[src/core/ifd_pkg.sv]
// field layout, codes and output carrier for the instruction field decoder
// assumes one processor clock
package ifd_pkg;

    // ------------------------------------------------------------
    // word layout
    // ------------------------------------------------------------
    localparam int WORD_W = 36;      // instruction word width
    localparam int MOD_W = 18;       // modifier / increment width
    localparam int IND_SUB_W = 22;   // bits replaced by an indirect word
    localparam int EXT_LSB = 26;     // low bit of the extended opcode

    // instruction word, most significant field first
    typedef struct packed {
        logic [5:0] op;       // operation code
        logic [3:0] sel;      // operand selector / minor code
        logic [3:0] rs;       // register select
        logic [3:0] ix;       // index select
        logic inc;            // increment flag
        logic ind;            // indirect flag
        logic [15:0] base;    // base address
    } ifd_instr_s;

    // ------------------------------------------------------------
    // codes and fixed addresses
    // ------------------------------------------------------------
    localparam logic [3:0] SEL_IMM = 4'he;      // operand from word, zero fill
    localparam logic [3:0] SEL_IMM_SX = 4'hf;   // operand from word, sign fill
    localparam logic [3:0] SEL_SX_LO = 4'h3;    // first sign-extended selector
    localparam logic [3:0] SEL_SX_HI = 4'h7;    // last sign-extended partial-word selector
    localparam logic [3:0] IX_NONE = 4'h0;      // no address modification
    localparam logic [15:0] ERR_VEC = 16'h00c0; // error handler entry
    localparam logic [15:0] ACW_LO = 16'h0020;  // first access-control word
    localparam logic [15:0] ACW_HI = 16'h003f;  // last access-control word

    // partial word class
    typedef enum logic [2:0] {
        PART_WHOLE = 3'h0,
        PART_HALF = 3'h1,
        PART_THIRD = 3'h2,
        PART_SIXTH = 3'h3,
        PART_IMM = 3'h4
    } ifd_part_e;

    // group chosen by the operation code
    typedef enum logic [1:0] {
        GRP_ARITH = 2'h0,
        GRP_INDEX = 2'h1,
        GRP_IO = 2'h2,
        GRP_R = 2'h3
    } ifd_grp_e;

    // dedicated R-register functions
    typedef enum logic [2:0] {
        RFN_RTC = 3'h0,
        RFN_RPT = 3'h1,
        RFN_MASK = 3'h2,
        RFN_TPA = 3'h3,
        RFN_GEN = 3'h4
    } ifd_rfn_e;

    // sequencer states, one-hot
    typedef enum logic [2:0] {
        ST_IDLE = 3'b001,
        ST_XWAIT = 3'b010,
        ST_IWAIT = 3'b100
    } ifd_state_e;

    // decoded result toward the execution side
    typedef struct packed {
        logic valid;          // one-cycle strobe
        logic fault;          // undefined code
        logic [5:0] op;
        logic ext;            // selector used as minor code
        logic [9:0] ext_op;
        logic [3:0] sel;
        ifd_part_e part;
        logic [2:0] part_idx; // piece number, 0 = lowest
        logic sext;           // replicate partial msb upward
        logic from_instr;     // operand is in the word itself
        logic store_inh;      // no store toward core memory
        logic mem_rd;         // operand read needed
        ifd_grp_e grp;
        logic [3:0] rnum;
        ifd_rfn_e rfn;
        logic ij;             // index jump
        logic [7:0] ij_addr;  // control-memory address for index jump
        logic acw_hit;        // general access hits access-control words
        logic shift;
        logic lock;
        logic [15:0] aux;     // shift count or section selector
        logic [15:0] ea;      // effective address
        logic [35:0] imm;     // operand from the instruction
        logic tpa_save;       // save next address in temporary register
        logic [15:0] tpa_addr;
    } ifd_dec_s;

endpackage

[src/core/ifd_oc_add.sv]
// one's complement adder with end-around carry
// purely combinational, used by the decoder for indexing and increment
module ifd_oc_add #(
    parameter int W = 18
) (
    // operands
    input wire logic [W-1:0] i_a,
    input wire logic [W-1:0] i_b,
    // result
    output logic [W-1:0] o_sum
);
    // carry out of the top wraps into the bottom
    logic [W:0] raw;

    // ------------------------------------------------------------
    // elaboration check
    // ------------------------------------------------------------
    if (W < 2) begin : g_chk
        $error("adder width too small");
    end

    // ------------------------------------------------------------
    // add and fold carry
    // ------------------------------------------------------------
    // a second carry cannot arise, so one fold is enough
    always_comb begin
        raw = {1'b0, i_a} + {1'b0, i_b};
        o_sum = raw[W-1:0] + {{(W-1){1'b0}}, raw[W]};
    end
endmodule

[src/core/ifd_decoder.sv]
// instruction field decoder: splits and interprets one instruction word
// assumes index and indirect words answer by request/acknowledge
//
// Contract
// - split word into seven fixed fields
// - ten top bits form extended opcode
// - undefined codes fault, jump to error address
// - selectors 16, 17 take operand from word
// - selectors 3..7, 17 replicate partial msb
// - halves, thirds, sixths; thirds extend, sixths never
// - selectors 16, 17 suppress store path
// - register select meaning depends on instruction
// - index jump joins register and operand selects
// - index select zero disables modification
// - increment flag adds increment to modifier
// - indirect replaces low 22 bits, cascades
// - effective address from modified base address
// - base gives shift count or lockout section
// - group by instruction, member by value
// - R values 0..3 select dedicated registers
// - mask register is a plain data word
// - save next address only while repeating
// - locations 32..63 kept for access words
// - index word: increment high, modifier low
// - zero-extend base, 18-bit one's complement add
// - loop back to indexing until direct
module ifd_decoder #(
    parameter logic [63:0] DEF_OPS = 64'hffff_ffff_ffff_fffe,
    parameter logic [63:0] EXT_OPS = 64'h7000_0000_0000_0000,
    parameter logic [15:0] MINOR_DEF = 16'h00ff,
    parameter logic [63:0] SHIFT_OPS = 64'h0000_0000_0f00_0000,
    parameter logic [63:0] LOCK_OPS = 64'h0000_0000_1000_0000,
    parameter logic [63:0] IDXA_OPS = 64'h0000_0000_00e0_0000,
    parameter logic [63:0] IO_OPS = 64'h0000_00ff_0000_0000,
    parameter logic [63:0] R_OPS = 64'h0000_0f00_0000_0000,
    parameter logic [5:0] IJ_OP = 6'h34
) (
    // clock and reset
    input wire logic i_sys_clk,
    input wire logic i_reset_n,
    // instruction in
    input wire logic i_ir_valid,
    input wire logic [35:0] i_ir_word,
    output logic o_ir_ready,
    // index register access
    output logic o_xr_req,
    output logic [3:0] o_xr_sel,
    input wire logic i_xr_ack,
    input wire logic [35:0] i_xr_word,
    output logic o_xr_wr,
    output logic [17:0] o_xr_wmod,
    // indirect word fetch
    output logic o_ind_req,
    output logic [15:0] o_ind_addr,
    input wire logic i_ind_ack,
    input wire logic [35:0] i_ind_word,
    // repeat sequence
    input wire logic i_rpt_active,
    input wire logic [15:0] i_next_pa,
    // decoded result
    output ifd_pkg::ifd_dec_s o_dec
);
    import ifd_pkg::*;

    // whole state of the decoder
    typedef struct packed {
        ifd_state_e st;
        logic ready;
        ifd_instr_s ir;       // word under work
        logic xr_req;
        logic [3:0] xr_sel;
        logic xr_wr;
        logic [17:0] xr_wmod;
        logic ind_req;
        logic [15:0] ind_addr;
        ifd_dec_s dec;
    } ifd_st_s;

    ifd_st_s st_r;            // registered state
    ifd_st_s st_nxt;          // next state
    logic [1:0] rst_sync_r;   // reset release chain
    logic rst_n;              // synchronised reset
    logic [17:0] addr_sum;    // base plus modifier
    logic [17:0] inc_sum;     // modifier plus increment

    // ------------------------------------------------------------
    // elaboration check
    // ------------------------------------------------------------
    if (!DEF_OPS[IJ_OP] || (SHIFT_OPS & LOCK_OPS) != 64'h0) begin : g_chk
        $error("inconsistent opcode tables");
    end

    // ------------------------------------------------------------
    // reset release
    // ------------------------------------------------------------
    // assert at once, release on the clock
    always_ff @(posedge i_sys_clk or negedge i_reset_n) begin
        if (!i_reset_n) begin
            rst_sync_r <= 2'b00;
        end else begin
            rst_sync_r <= {rst_sync_r[0], 1'b1};
        end
    end
    assign rst_n = rst_sync_r[1];

    // ------------------------------------------------------------
    // index arithmetic
    // ------------------------------------------------------------
    // modifier sits low, increment high in the index word
    ifd_oc_add #(.W(MOD_W)) u_addr_add (
        .i_a({2'b00, st_r.ir.base}),
        .i_b(i_xr_word[MOD_W-1:0]),
        .o_sum(addr_sum)
    );
    ifd_oc_add #(.W(MOD_W)) u_inc_add (
        .i_a(i_xr_word[MOD_W-1:0]),
        .i_b(i_xr_word[WORD_W-1:MOD_W]),
        .o_sum(inc_sum)
    );

    // ------------------------------------------------------------
    // field interpretation
    // ------------------------------------------------------------
    // undefined opcode or undefined minor code
    function automatic logic is_fault(input ifd_instr_s w);
        is_fault = !DEF_OPS[w.op] || (EXT_OPS[w.op] && !MINOR_DEF[w.sel]);
    endfunction

    // m: modified low 18 bits, ea18: address sum
    function automatic ifd_dec_s decode(input ifd_instr_s w, input logic [17:0] m,
                                        input logic [17:0] ea18);
        ifd_dec_s d;
        logic part_ok;
        d = '0;
        d.valid = 1'b1;
        d.fault = is_fault(w);
        d.op = w.op;
        d.sel = w.sel;
        d.rnum = w.rs;
        d.ext = EXT_OPS[w.op] || (w.op == IJ_OP);
        d.ext_op = {w.op, w.sel};
        d.ij = (w.op == IJ_OP);
        d.ij_addr = {w.rs, w.sel};
        d.shift = SHIFT_OPS[w.op];
        d.lock = LOCK_OPS[w.op];
        d.aux = w.base;
        part_ok = !d.ext;
        d.part = PART_WHOLE;
        // selector table: halves 1..4, thirds 5..7, sixths 8..13
        if (part_ok) begin
            if (w.sel == 4'h0) begin
                d.part = PART_WHOLE;
            end else if (w.sel <= 4'h4) begin
                d.part = PART_HALF;
                d.part_idx = {2'b00, ~w.sel[0]};
            end else if (w.sel <= 4'h7) begin
                d.part = PART_THIRD;
                d.part_idx = 3'(w.sel - 4'h5);
            end else if (w.sel <= 4'hd) begin
                d.part = PART_SIXTH;
                d.part_idx = 3'(w.sel - 4'h8);
            end else begin
                d.part = PART_IMM;
            end
            // thirds always, sixths never, halves only on 3 and 4
            d.sext = (w.sel >= SEL_SX_LO && w.sel <= SEL_SX_HI) ||
                     (w.sel == SEL_IMM_SX);
            d.from_instr = (w.sel == SEL_IMM) || (w.sel == SEL_IMM_SX);
        end
        d.store_inh = d.from_instr;
        d.imm = d.sext ? {{18{m[17]}}, m} : {18'h0, m};
        d.mem_rd = !d.fault && !d.from_instr && !d.shift && !d.lock;
        // group by instruction class, member by field value
        if (IDXA_OPS[w.op]) begin
            d.grp = GRP_INDEX;
        end else if (IO_OPS[w.op]) begin
            d.grp = GRP_IO;
        end else if (R_OPS[w.op]) begin
            d.grp = GRP_R;
        end else begin
            d.grp = GRP_ARITH;
        end
        // the mask register carries plain data, no control format
        if (w.rs <= 4'h3) begin
            d.rfn = ifd_rfn_e'({1'b0, w.rs[1:0]});
        end else begin
            d.rfn = RFN_GEN;
        end
        d.ea = d.fault ? ERR_VEC : ea18[15:0];
        // io words belong to io instructions
        d.acw_hit = d.mem_rd && d.grp != GRP_IO && d.ea >= ACW_LO &&
                    d.ea <= ACW_HI;
        d.tpa_save = i_rpt_active;
        d.tpa_addr = i_rpt_active ? i_next_pa : 16'h0;
        return d;
    endfunction

    // ------------------------------------------------------------
    // sequencer
    // ------------------------------------------------------------
    always_comb begin
        ifd_instr_s cur;
        logic go;
        logic fin;
        logic [17:0] m;
        logic [17:0] ea18;
        cur = st_r.ir;
        go = 1'b0;
        fin = 1'b0;
        m = '0;
        ea18 = '0;
        st_nxt = st_r;
        st_nxt.xr_wr = 1'b0;
        st_nxt.dec.valid = 1'b0;
        st_nxt.dec.tpa_save = 1'b0;
        case (st_r.st)
            // accept a new word
            ST_IDLE: begin
                if (i_ir_valid && st_r.ready) begin
                    cur = i_ir_word;
                    go = 1'b1;
                end
            end
            // index word arrives: modify, maybe write back
            ST_XWAIT: begin
                if (i_xr_ack) begin
                    st_nxt.xr_req = 1'b0;
                    m = addr_sum;
                    ea18 = addr_sum;
                    if (cur.inc) begin
                        st_nxt.xr_wr = 1'b1;
                        st_nxt.xr_wmod = inc_sum;
                    end
                    if (cur.ind) begin
                        st_nxt.st = ST_IWAIT;
                        st_nxt.ind_req = 1'b1;
                        st_nxt.ind_addr = addr_sum[15:0];
                    end else begin
                        fin = 1'b1;
                    end
                end
            end
            // indirect word arrives: substitute and start over
            ST_IWAIT: begin
                if (i_ind_ack) begin
                    st_nxt.ind_req = 1'b0;
                    cur[IND_SUB_W-1:0] = i_ind_word[IND_SUB_W-1:0];
                    go = 1'b1;
                end
            end
            default: begin
                st_nxt.st = ST_IDLE;
            end
        endcase
        // evaluate new or substituted word
        if (go) begin
            st_nxt.ir = cur;
            m = cur[17:0];
            ea18 = {2'b00, cur.base};
            // faults touch no index register
            if (is_fault(cur)) begin
                fin = 1'b1;
            end else if (cur.ix != IX_NONE) begin
                st_nxt.st = ST_XWAIT;
                st_nxt.ready = 1'b0;
                st_nxt.xr_req = 1'b1;
                st_nxt.xr_sel = cur.ix;
            end else if (cur.ind) begin
                st_nxt.st = ST_IWAIT;
                st_nxt.ready = 1'b0;
                st_nxt.ind_req = 1'b1;
                st_nxt.ind_addr = cur.base;
            end else begin
                fin = 1'b1;
            end
        end
        // publish the result
        if (fin) begin
            st_nxt.st = ST_IDLE;
            st_nxt.ready = 1'b1;
            st_nxt.dec = decode(cur, m, ea18);
        end
    end

    // state register
    always_ff @(posedge i_sys_clk or negedge rst_n) begin
        if (!rst_n) begin
            st_r <= '{st: ST_IDLE, ready: 1'b1, default: '0};
        end else begin
            st_r <= st_nxt;
        end
    end

    // ------------------------------------------------------------
    // outputs
    // ------------------------------------------------------------
    assign o_ir_ready = st_r.ready;
    assign o_xr_req = st_r.xr_req;
    assign o_xr_sel = st_r.xr_sel;
    assign o_xr_wr = st_r.xr_wr;
    assign o_xr_wmod = st_r.xr_wmod;
    assign o_ind_req = st_r.ind_req;
    assign o_ind_addr = st_r.ind_addr;
    assign o_dec = st_r.dec;

    logic take;   // word accepted this cycle
    assign take = i_ir_valid && st_r.ready && st_r.st == ST_IDLE;
endmodule

[config.mk]
export PLATFORM = sky130hd
export DESIGN_NAME = ifd_decoder
export DESIGN_NICKNAME = d
export VERILOG_FILES = /design/src/core/ifd_pkg.sv /design/src/core/ifd_oc_add.sv /design/src/core/ifd_decoder.sv
export SDC_FILE = /design/constraint.sdc
export NUM_CORES = 1
export LEC_CHECK = 0
export BUFFER_PORTS_ARGS = -buffer_cell sky130_fd_sc_hd__buf_2
export CORE_MARGIN = 5
export CORE_UTILIZATION = 40
export DETAILED_ROUTE_END_ITERATION = 8
export GPL_TIMING_DRIVEN = 0
export PLACE_DENSITY_LB_ADDON = 0.08
export SLEW_MARGIN = 20
export SYNTH_ARGS = -nofsm -noshare
export SYNTH_HDL_FRONTEND = slang
export SYNTH_SLANG_ARGS = --single-unit
[constraint.sdc]
create_clock -name i_sys_clk -period 6.85 [get_ports i_sys_clk]
set_input_delay 1.37 -clock i_sys_clk [delete_from_list [all_inputs] [get_ports i_sys_clk]]
set_output_delay 1.37 -clock i_sys_clk [all_outputs]
set_load 0.05 [all_outputs]
Yosys cells after proc, flatten, opt, wreduce, memory -nomap -nowiden
Memory sizes are Yosys's and may differ from the RTL's.
Index checks and enable logic that the tools add are counted.
{"block": "classes", "addsub": 6, "multipliers": 0, "div": 0, "order_cmp": 9, "n_eq_ne": 8, "n_shift": 0, "muxes": 66, "bitwise": 2, "reduce_logical": 27}
{"cell": "2-to-1 mux 139 bit", "count": 1}
{"cell": "2-to-1 mux 36 bit", "count": 3}
{"cell": "2-to-1 mux 17 bit", "count": 5}
{"cell": "2-to-1 mux 16 bit", "count": 4}
{"cell": "2-to-1 mux 18 bit", "count": 3}
{"cell": "2-to-1 mux 45 bit", "count": 1}
{"cell": "case mux 22 bit (2 select lines)", "count": 1}
{"cell": "2-to-1 mux 19 bit", "count": 2}
{"cell": "adder 18 x 1 -> 18 bit", "count": 2}
{"cell": "2-to-1 mux 22 bit", "count": 1}
{"cell": "2-to-1 mux 3 bit", "count": 7}
{"cell": "2-to-1 mux 1 bit", "count": 20}
{"cell": "adder 16 x 18 -> 19 bit", "count": 1}
{"cell": "adder 18 x 18 -> 19 bit", "count": 1}
{"cell": ">= comparator 16 x 6 -> 1 bit (second input constant)", "count": 1}
{"cell": "less-or-equal comparator 16 x 6 -> 1 bit (second input constant)", "count": 1}
{"cell": "2-to-1 mux 4 bit", "count": 4}
{"cell": "2-to-1 mux 8 bit", "count": 2}
{"cell": "2-to-1 mux 14 bit", "count": 1}
{"cell": "2-to-1 mux 6 bit", "count": 2}
{"cell": "2-to-1 mux 5 bit", "count": 2}
{"cell": "logical AND 1 bit", "count": 9}
{"cell": "AND reduction 3 bit", "count": 3}
{"cell": "equality test 4 bit (second input constant)", "count": 2}
{"cell": "25 further kinds", "count": 39}
{"block": "totals", "ff_bits": 221, "latch_bits": 0, "mem_bits_rw": 0, "romBits": 464, "in_bits": 130, "wordCells": 166, "n_memories": 8}
{"memory": "(no name shown)", "depth": 64, "word_bits": 1, "rd": 1, "rd_clocked_by_memory_dff": 0, "wr": 0, "line_no": "ifd_decoder.sv:178", "rtl": "end else if (R_OPS[w.op]) begin"}
{"memory": "(no name shown)", "depth": 64, "word_bits": 1, "rd": 1, "rd_clocked_by_memory_dff": 0, "wr": 0, "line_no": "ifd_decoder.sv:176", "rtl": "end else if (IO_OPS[w.op]) begin"}
{"memory": "(no name shown)", "depth": 64, "word_bits": 1, "rd": 1, "rd_clocked_by_memory_dff": 0, "wr": 0, "line_no": "ifd_decoder.sv:174", "rtl": "if (IDXA_OPS[w.op]) begin"}
{"memory": "(no name shown)", "depth": 64, "word_bits": 1, "rd": 1, "rd_clocked_by_memory_dff": 0, "wr": 0, "line_no": "ifd_decoder.sv:145", "rtl": "d.lock = LOCK_OPS[w.op];"}
{"memory": "(no name shown)", "depth": 64, "word_bits": 1, "rd": 1, "rd_clocked_by_memory_dff": 0, "wr": 0, "line_no": "ifd_decoder.sv:144", "rtl": "d.shift = SHIFT_OPS[w.op];"}
{"memory": "(no name shown)", "depth": 64, "word_bits": 1, "rd": 1, "rd_clocked_by_memory_dff": 0, "wr": 0, "line_no": "ifd_decoder.sv:140", "rtl": "d.ext = EXT_OPS[w.op] || (w.op == IJ_OP);"}
{"memory": "2 more memories"}

Depth between registers and ports, before layout
{"block": "logic_depth", "depth_word": 19, "ltp_mapped": 21, "ltp_nobuf": 21}

Hierarchy
Synthesis repeated with hierarchy kept, for this count alone.
{"block": "hier_totals", "hier_cells": 1190, "hier_area_um2": 12124.1}
{"module": "ifd_decoder", "n_inst": 1, "cells_per_inst": 844, "area_per_inst_um2": 9529.1, "seq_area_each_um2": 4657.0}
{"module": "ifd_oc_add", "n_inst": 2, "cells_per_inst": 173, "area_per_inst_um2": 1297.5, "seq_area_each_um2": 0.0}

Least setup slack after synthesis
OpenSTA, ideal clock, no wires.
{"block": "synth_timing", "kind": "in2reg", "from": "input i_xr_word[0]", "to": "register st_r (netlist bit o_dec[87])", "setup_time_ns": 0.076, "arrival_ns": 5.206, "slack_ns": 1.568, "cell_stages": 21, "cell_sequence": "ha_1 > inv_1 > fa_1 > nor2b_1 > o31a_2 > o21a_1 > o211a_1 > o21a_1 > o21ai_0 > a211oi_1 > ha_1 > ha_1 > nand2_1 > nor3_1 > and4b_1 > clkbuf_1 > a211o_1 > nand3_1 > or2_2 > a2111o_1 > o21ai_1"}
{"block": "synth_via", "elab_chain_cells": 9, "word_cells_on_any_way": 10}
{"element": "start, declared", "line_no": "ifd_decoder.sv:49", "rtl": "input wire logic [35:0] i_xr_word,"}
{"element": "adder 16 x 18 -> 19 bit *", "line_no": "ifd_oc_add.sv:27", "rtl": "raw = {1'b0, i_a} + {1'b0, i_b};"}
{"element": "adder 18 x 1 -> 18 bit *", "line_no": "ifd_oc_add.sv:28", "rtl": "o_sum = raw[W-1:0] + {{(W-1){1'b0}}, raw[W]};"}
{"element": "2-to-1 mux 18 bit * (2 in a row)"}
{"element": "2-to-1 mux 16 bit *", "line_no": "ifd_decoder.sv:256", "rtl": "if (go) begin"}
{"element": "2-to-1 mux 16 bit *", "line_no": "ifd_decoder.sv:189", "rtl": "d.ea = d.fault ? ERR_VEC : ea18[15:0];"}
{"element": ">= comparator 16 x 6 -> 1 bit", "line_no": "ifd_decoder.sv:191", "rtl": "d.acw_hit = d.mem_rd && d.grp != GRP_IO && d.ea >= ACW_LO &&"}
{"element": "logical AND 1 bit", "line_no": "ifd_decoder.sv:191"}
{"element": "logical AND 1 bit *", "line_no": "ifd_decoder.sv:191"}
{"element": "end signal, assigned", "line_no": "ifd_decoder.sv:290", "rtl": "st_r <= st_nxt;"}
{"element": "end, declared", "line_no": "ifd_decoder.sv:79", "rtl": "ifd_st_s st_r;"}
Mark *: on every way between the ends. The rest lies on a longest branch, timed or not.
A chain may end at the register's enable or synchronous reset.

Worst setup path in the final report
Same ends and word-level chain as after synthesis.

==> impl_results.md <==
- Fraction of power consumed by sequential logic: 0.461
- Worst-Margin Slew: 1.08 ns
- Clock Sinks: 186
- Final Worst Setup Slack: 0.704 ns
- Seq/Total Area, Yosys: 0.403
- Cell Rows: a little over 60
- Clk slew on worst S/H paths: 0.09 ns
- CTS root buffer: clkbuf_16
- Clock share of power: 0.441
- Largest cells by area after synthesis: dfrtp_1, buf_4, nand2_1, ha_1, nor2_1
- Global-route wire length before repair: 57700 µm
- Port bufs: 295
- Critical Path Start Type: input pin
- Initial antenna violation count: 4
- Placed cell area: 13600 µm²
- Psw: 0.689 mW
- PD cells: 168 nW/µm²
- Net Count, Synth: 1468
- Commonest cells in the netlist: dfrtp_1, buf_4, nand2_1
- EDFF count, synth: 0
- Htree depth: 4
- Leak: 7.99 nW
- Ys Warns: 0
- Top_reg_cell synth: dfrtp_1
- Tcrit/Tclk final: 0.897
- Yosys reg bits: between 150 and 200
- Place WS: 0.323 ns
- FMAX: 0.163 GHz
- TritonRoute pass-1 iters: 5
- Final setup vio count: 0
- Max_cap viols: 0
- Most area-hungry cell type in the Yosys netlist: dfrtp_1
- Antenna Violating Nets Remaining: 0
- Routability Congestion: between 0.9 and 1
- Clk Latency, worst-skew pair: 0.44 ns
- Hpwl dp: 29700 µm
- Area delta synth->final: 23.2%
- Sum Neg Setup Slack: 0 ns
- DRC: 0
- Die Y: 180 µm
- CP Data Required Time: just over 7 ns
- # nets final: 1786
- Switching share of power: 0.289
- Synth unique cells: 80
- Post-synth top area share: 0.398
- Max-slew violations: 0
- Starting Density: 0.404
- Fraction of final layout cells sized beyond drive strength 1: 0.336
- Final Core Density: 0.498
- Mapped Area: 11600 µm²
- Filler cells: 2850
- WP data arrival: 6.51 ns
- Die Width: 180 µm
- Via count: 10213
- Iteration-0 DRC Markers: 611
- CTS Buf Count: 17
- Vias in the first global route: 9907
- CTS max path bufs: 2
- Count leader, synth: dfrtp_1
- Hold Path Class: reg -> async
- Relative slew slack: 0.280
- Grt ovf: 0
- Unrepaired setup endpoints after global routing: no
- Cell Int Power: 1.70 mW
- Post-layout instance count excluding filler cells: around 2000
- Post-synth ARST share: 1.00
- GRT Overall Usage: 0.225
- Final WL: 37700 µm
- Max FO, Critical Path: 5
- CTS tree: done
- Post-route cell area: 14200 µm²
- Largest net degree at the start of global routing: 44
- Post-CTS Setup Repair Bufs: 0
- CTS Hold Buffers Added: 0
- Clock skew: between 0.02 and 0.025 ns
- Post-CTS resize count: 0
- Comb pwr share: 0.098
- Crit path kind: in -> reg
- Min cycle time layout: 6.15 ns
- DP Cell Count: 1977
- CP Capture Type: register
- I/O pins: 311
- Synth Instances: 1294
- Final hold viol count: 0
- Via density: approximately 5
- Status: completed
- DR WL/cell: 18.7 µm
- Peak supply drop: roughly 0.14 mV
- Die area: ~32000 µm²
- Mean Syn Cell Area: between 8 and 9 µm²
- Core ar.: 28600 µm²
==> cell usage in the layout, fill, tap and decap left out, types with 6 or more instances in the layout <==
master and n:
xnor2_1 33, a22oi_1 18, ha_1 42, clkinv_8 6, nand3_1 40, clkbuf_1 39
o22ai_1 6, nand4_1 6, and3_1 10, dfrtp_1 183, nand2_1 160, nor3_1 20
mux2_2 8, a21boi_0 11, a221o_1 6, a21oi_1 57, and2_1 10, clkbuf_16 17
o211ai_1 10, mux2i_1 16, nor2_1 111, and4_1 7, buf_4 177, buf_2 305
o31ai_1 10, inv_1 43, o21a_1 8, a31oi_1 22, nor2b_1 6, a21o_1 19
a211oi_1 11, o21ai_0 72, xor2_1 18
==> metrics by stage <==
step / hold WS [ns] / total power, mW
floorplan: 0.331 / 1.27
global placement: 0.337 / 1.35
detailed placement: 0.282 / 1.36
CTS: 0.292 / 2.41
global route: 0.314 / 2.48
finish: 0.282 / 2.39
==> final timing paths <==
kind                                         start                      end  slack (ns)  depth (start not counted)
hold reg to reg            rst_sync_r[1]$_DFF_PN0_    o_dec[72]$_DFFE_PN0N_        0.28                          0
hold / removal             rst_sync_r[1]$_DFF_PN0_    o_dec[72]$_DFFE_PN0N_        0.28                          0
max in group asynchronous  rst_sync_r[1]$_DFF_PN0_    o_dec[54]$_DFFE_PN0N_        5.68                          2
setup / recovery                      i_xr_word[0]    o_dec[87]$_DFFE_PN0N_        0.70                         21
setup reg to reg             st_r[189]$_DFFE_PN0P_    o_dec[87]$_DFFE_PN0N_        1.34                         19
min in group i_sys_clk     rst_sync_r[0]$_DFF_PN0_  rst_sync_r[1]$_DFF_PN0_        0.35                          0
==> cells by family after synthesis <==
| family | count (synthesis) | synth area share |
|---|---|---|
| multiplexers | 24 | 0.0216 |
| XOR/XNOR | 51 | 0.0386 |
| AO/OA/AOI/OAI | 304 | 0.176 |
| AND/OR/NAND/NOR | 408 | 0.163 |
| adder cells (fa/ha/maj) | 46 | 0.0506 |
| other | 1 | 0.000324 |
| buffers and inverters | 274 | 0.147 |
| flip-flops | 186 | 0.403 |
==> critical path, stage by stage <==
cell      delay, ns
buf_2          0.11
ha_1           0.19
inv_1          0.06
fa_1           0.41
nor2b_1        0.26
o31a_2         0.20
o21a_1         0.20
o211a_1        0.20
o21a_1         0.22
o21ai_0        0.10
a211oi_1       0.47
ha_1           0.26
nand3_1        0.12
and4b_1        0.35
and4_1         0.22
clkbuf_1       0.23
xnor2_1        0.19
o21ai_0        0.43
or2_2          0.44
a2111o_1       0.35
o21ai_1        0.11
==> registers in the layout (all words and copies together), names as in the netlist <==
signal and cells:
o_ir_ready 1, o_ind_req 1, o_ind_addr 16, rst_sync_r 2, st_r 39, o_xr_wmod 18
o_dec 103, o_xr_sel 4, o_xr_req 1, o_xr_wr 1
==> final cells by class <==
type	instances	area (µm²)	area share
inverter	43	161	0.0113
multi-input combinational	834	5210	0.365
clock buffer	17	425	0.0299
sequential	186	4660	0.327
tap	384	480	0.0337
antenna	1	2.50	0.000176
buffer	231	1540	0.108
timing repair buffer	299	1570	0.110
clock inverter	15	195	0.0137
==> power groups by stage <==
stage | clock, mW | combinational, mW | sequential, mW
floorplan | 0 | 0.134 | 1.14
global placement | 0 | 0.206 | 1.14
detailed placement | 0 | 0.234 | 1.12
CTS | 1.07 | 0.235 | 1.10
global route | 1.12 | 0.261 | 1.10
finish | 1.05 | 0.234 | 1.10
==> metal layers <==
metal	part of all wire	up-vias	wire, µm	GRT usage
met1	0.48	4878	18000	0.322
met2	0.44	310	16700	0.351
met5	0.00056	-	21	0
met3	0.061	40	2300	0.0503
met4	0.017	4	641	0.0484
li1	-	4981	-	-
Note: power is estimated with default switching activity, not from simulation.
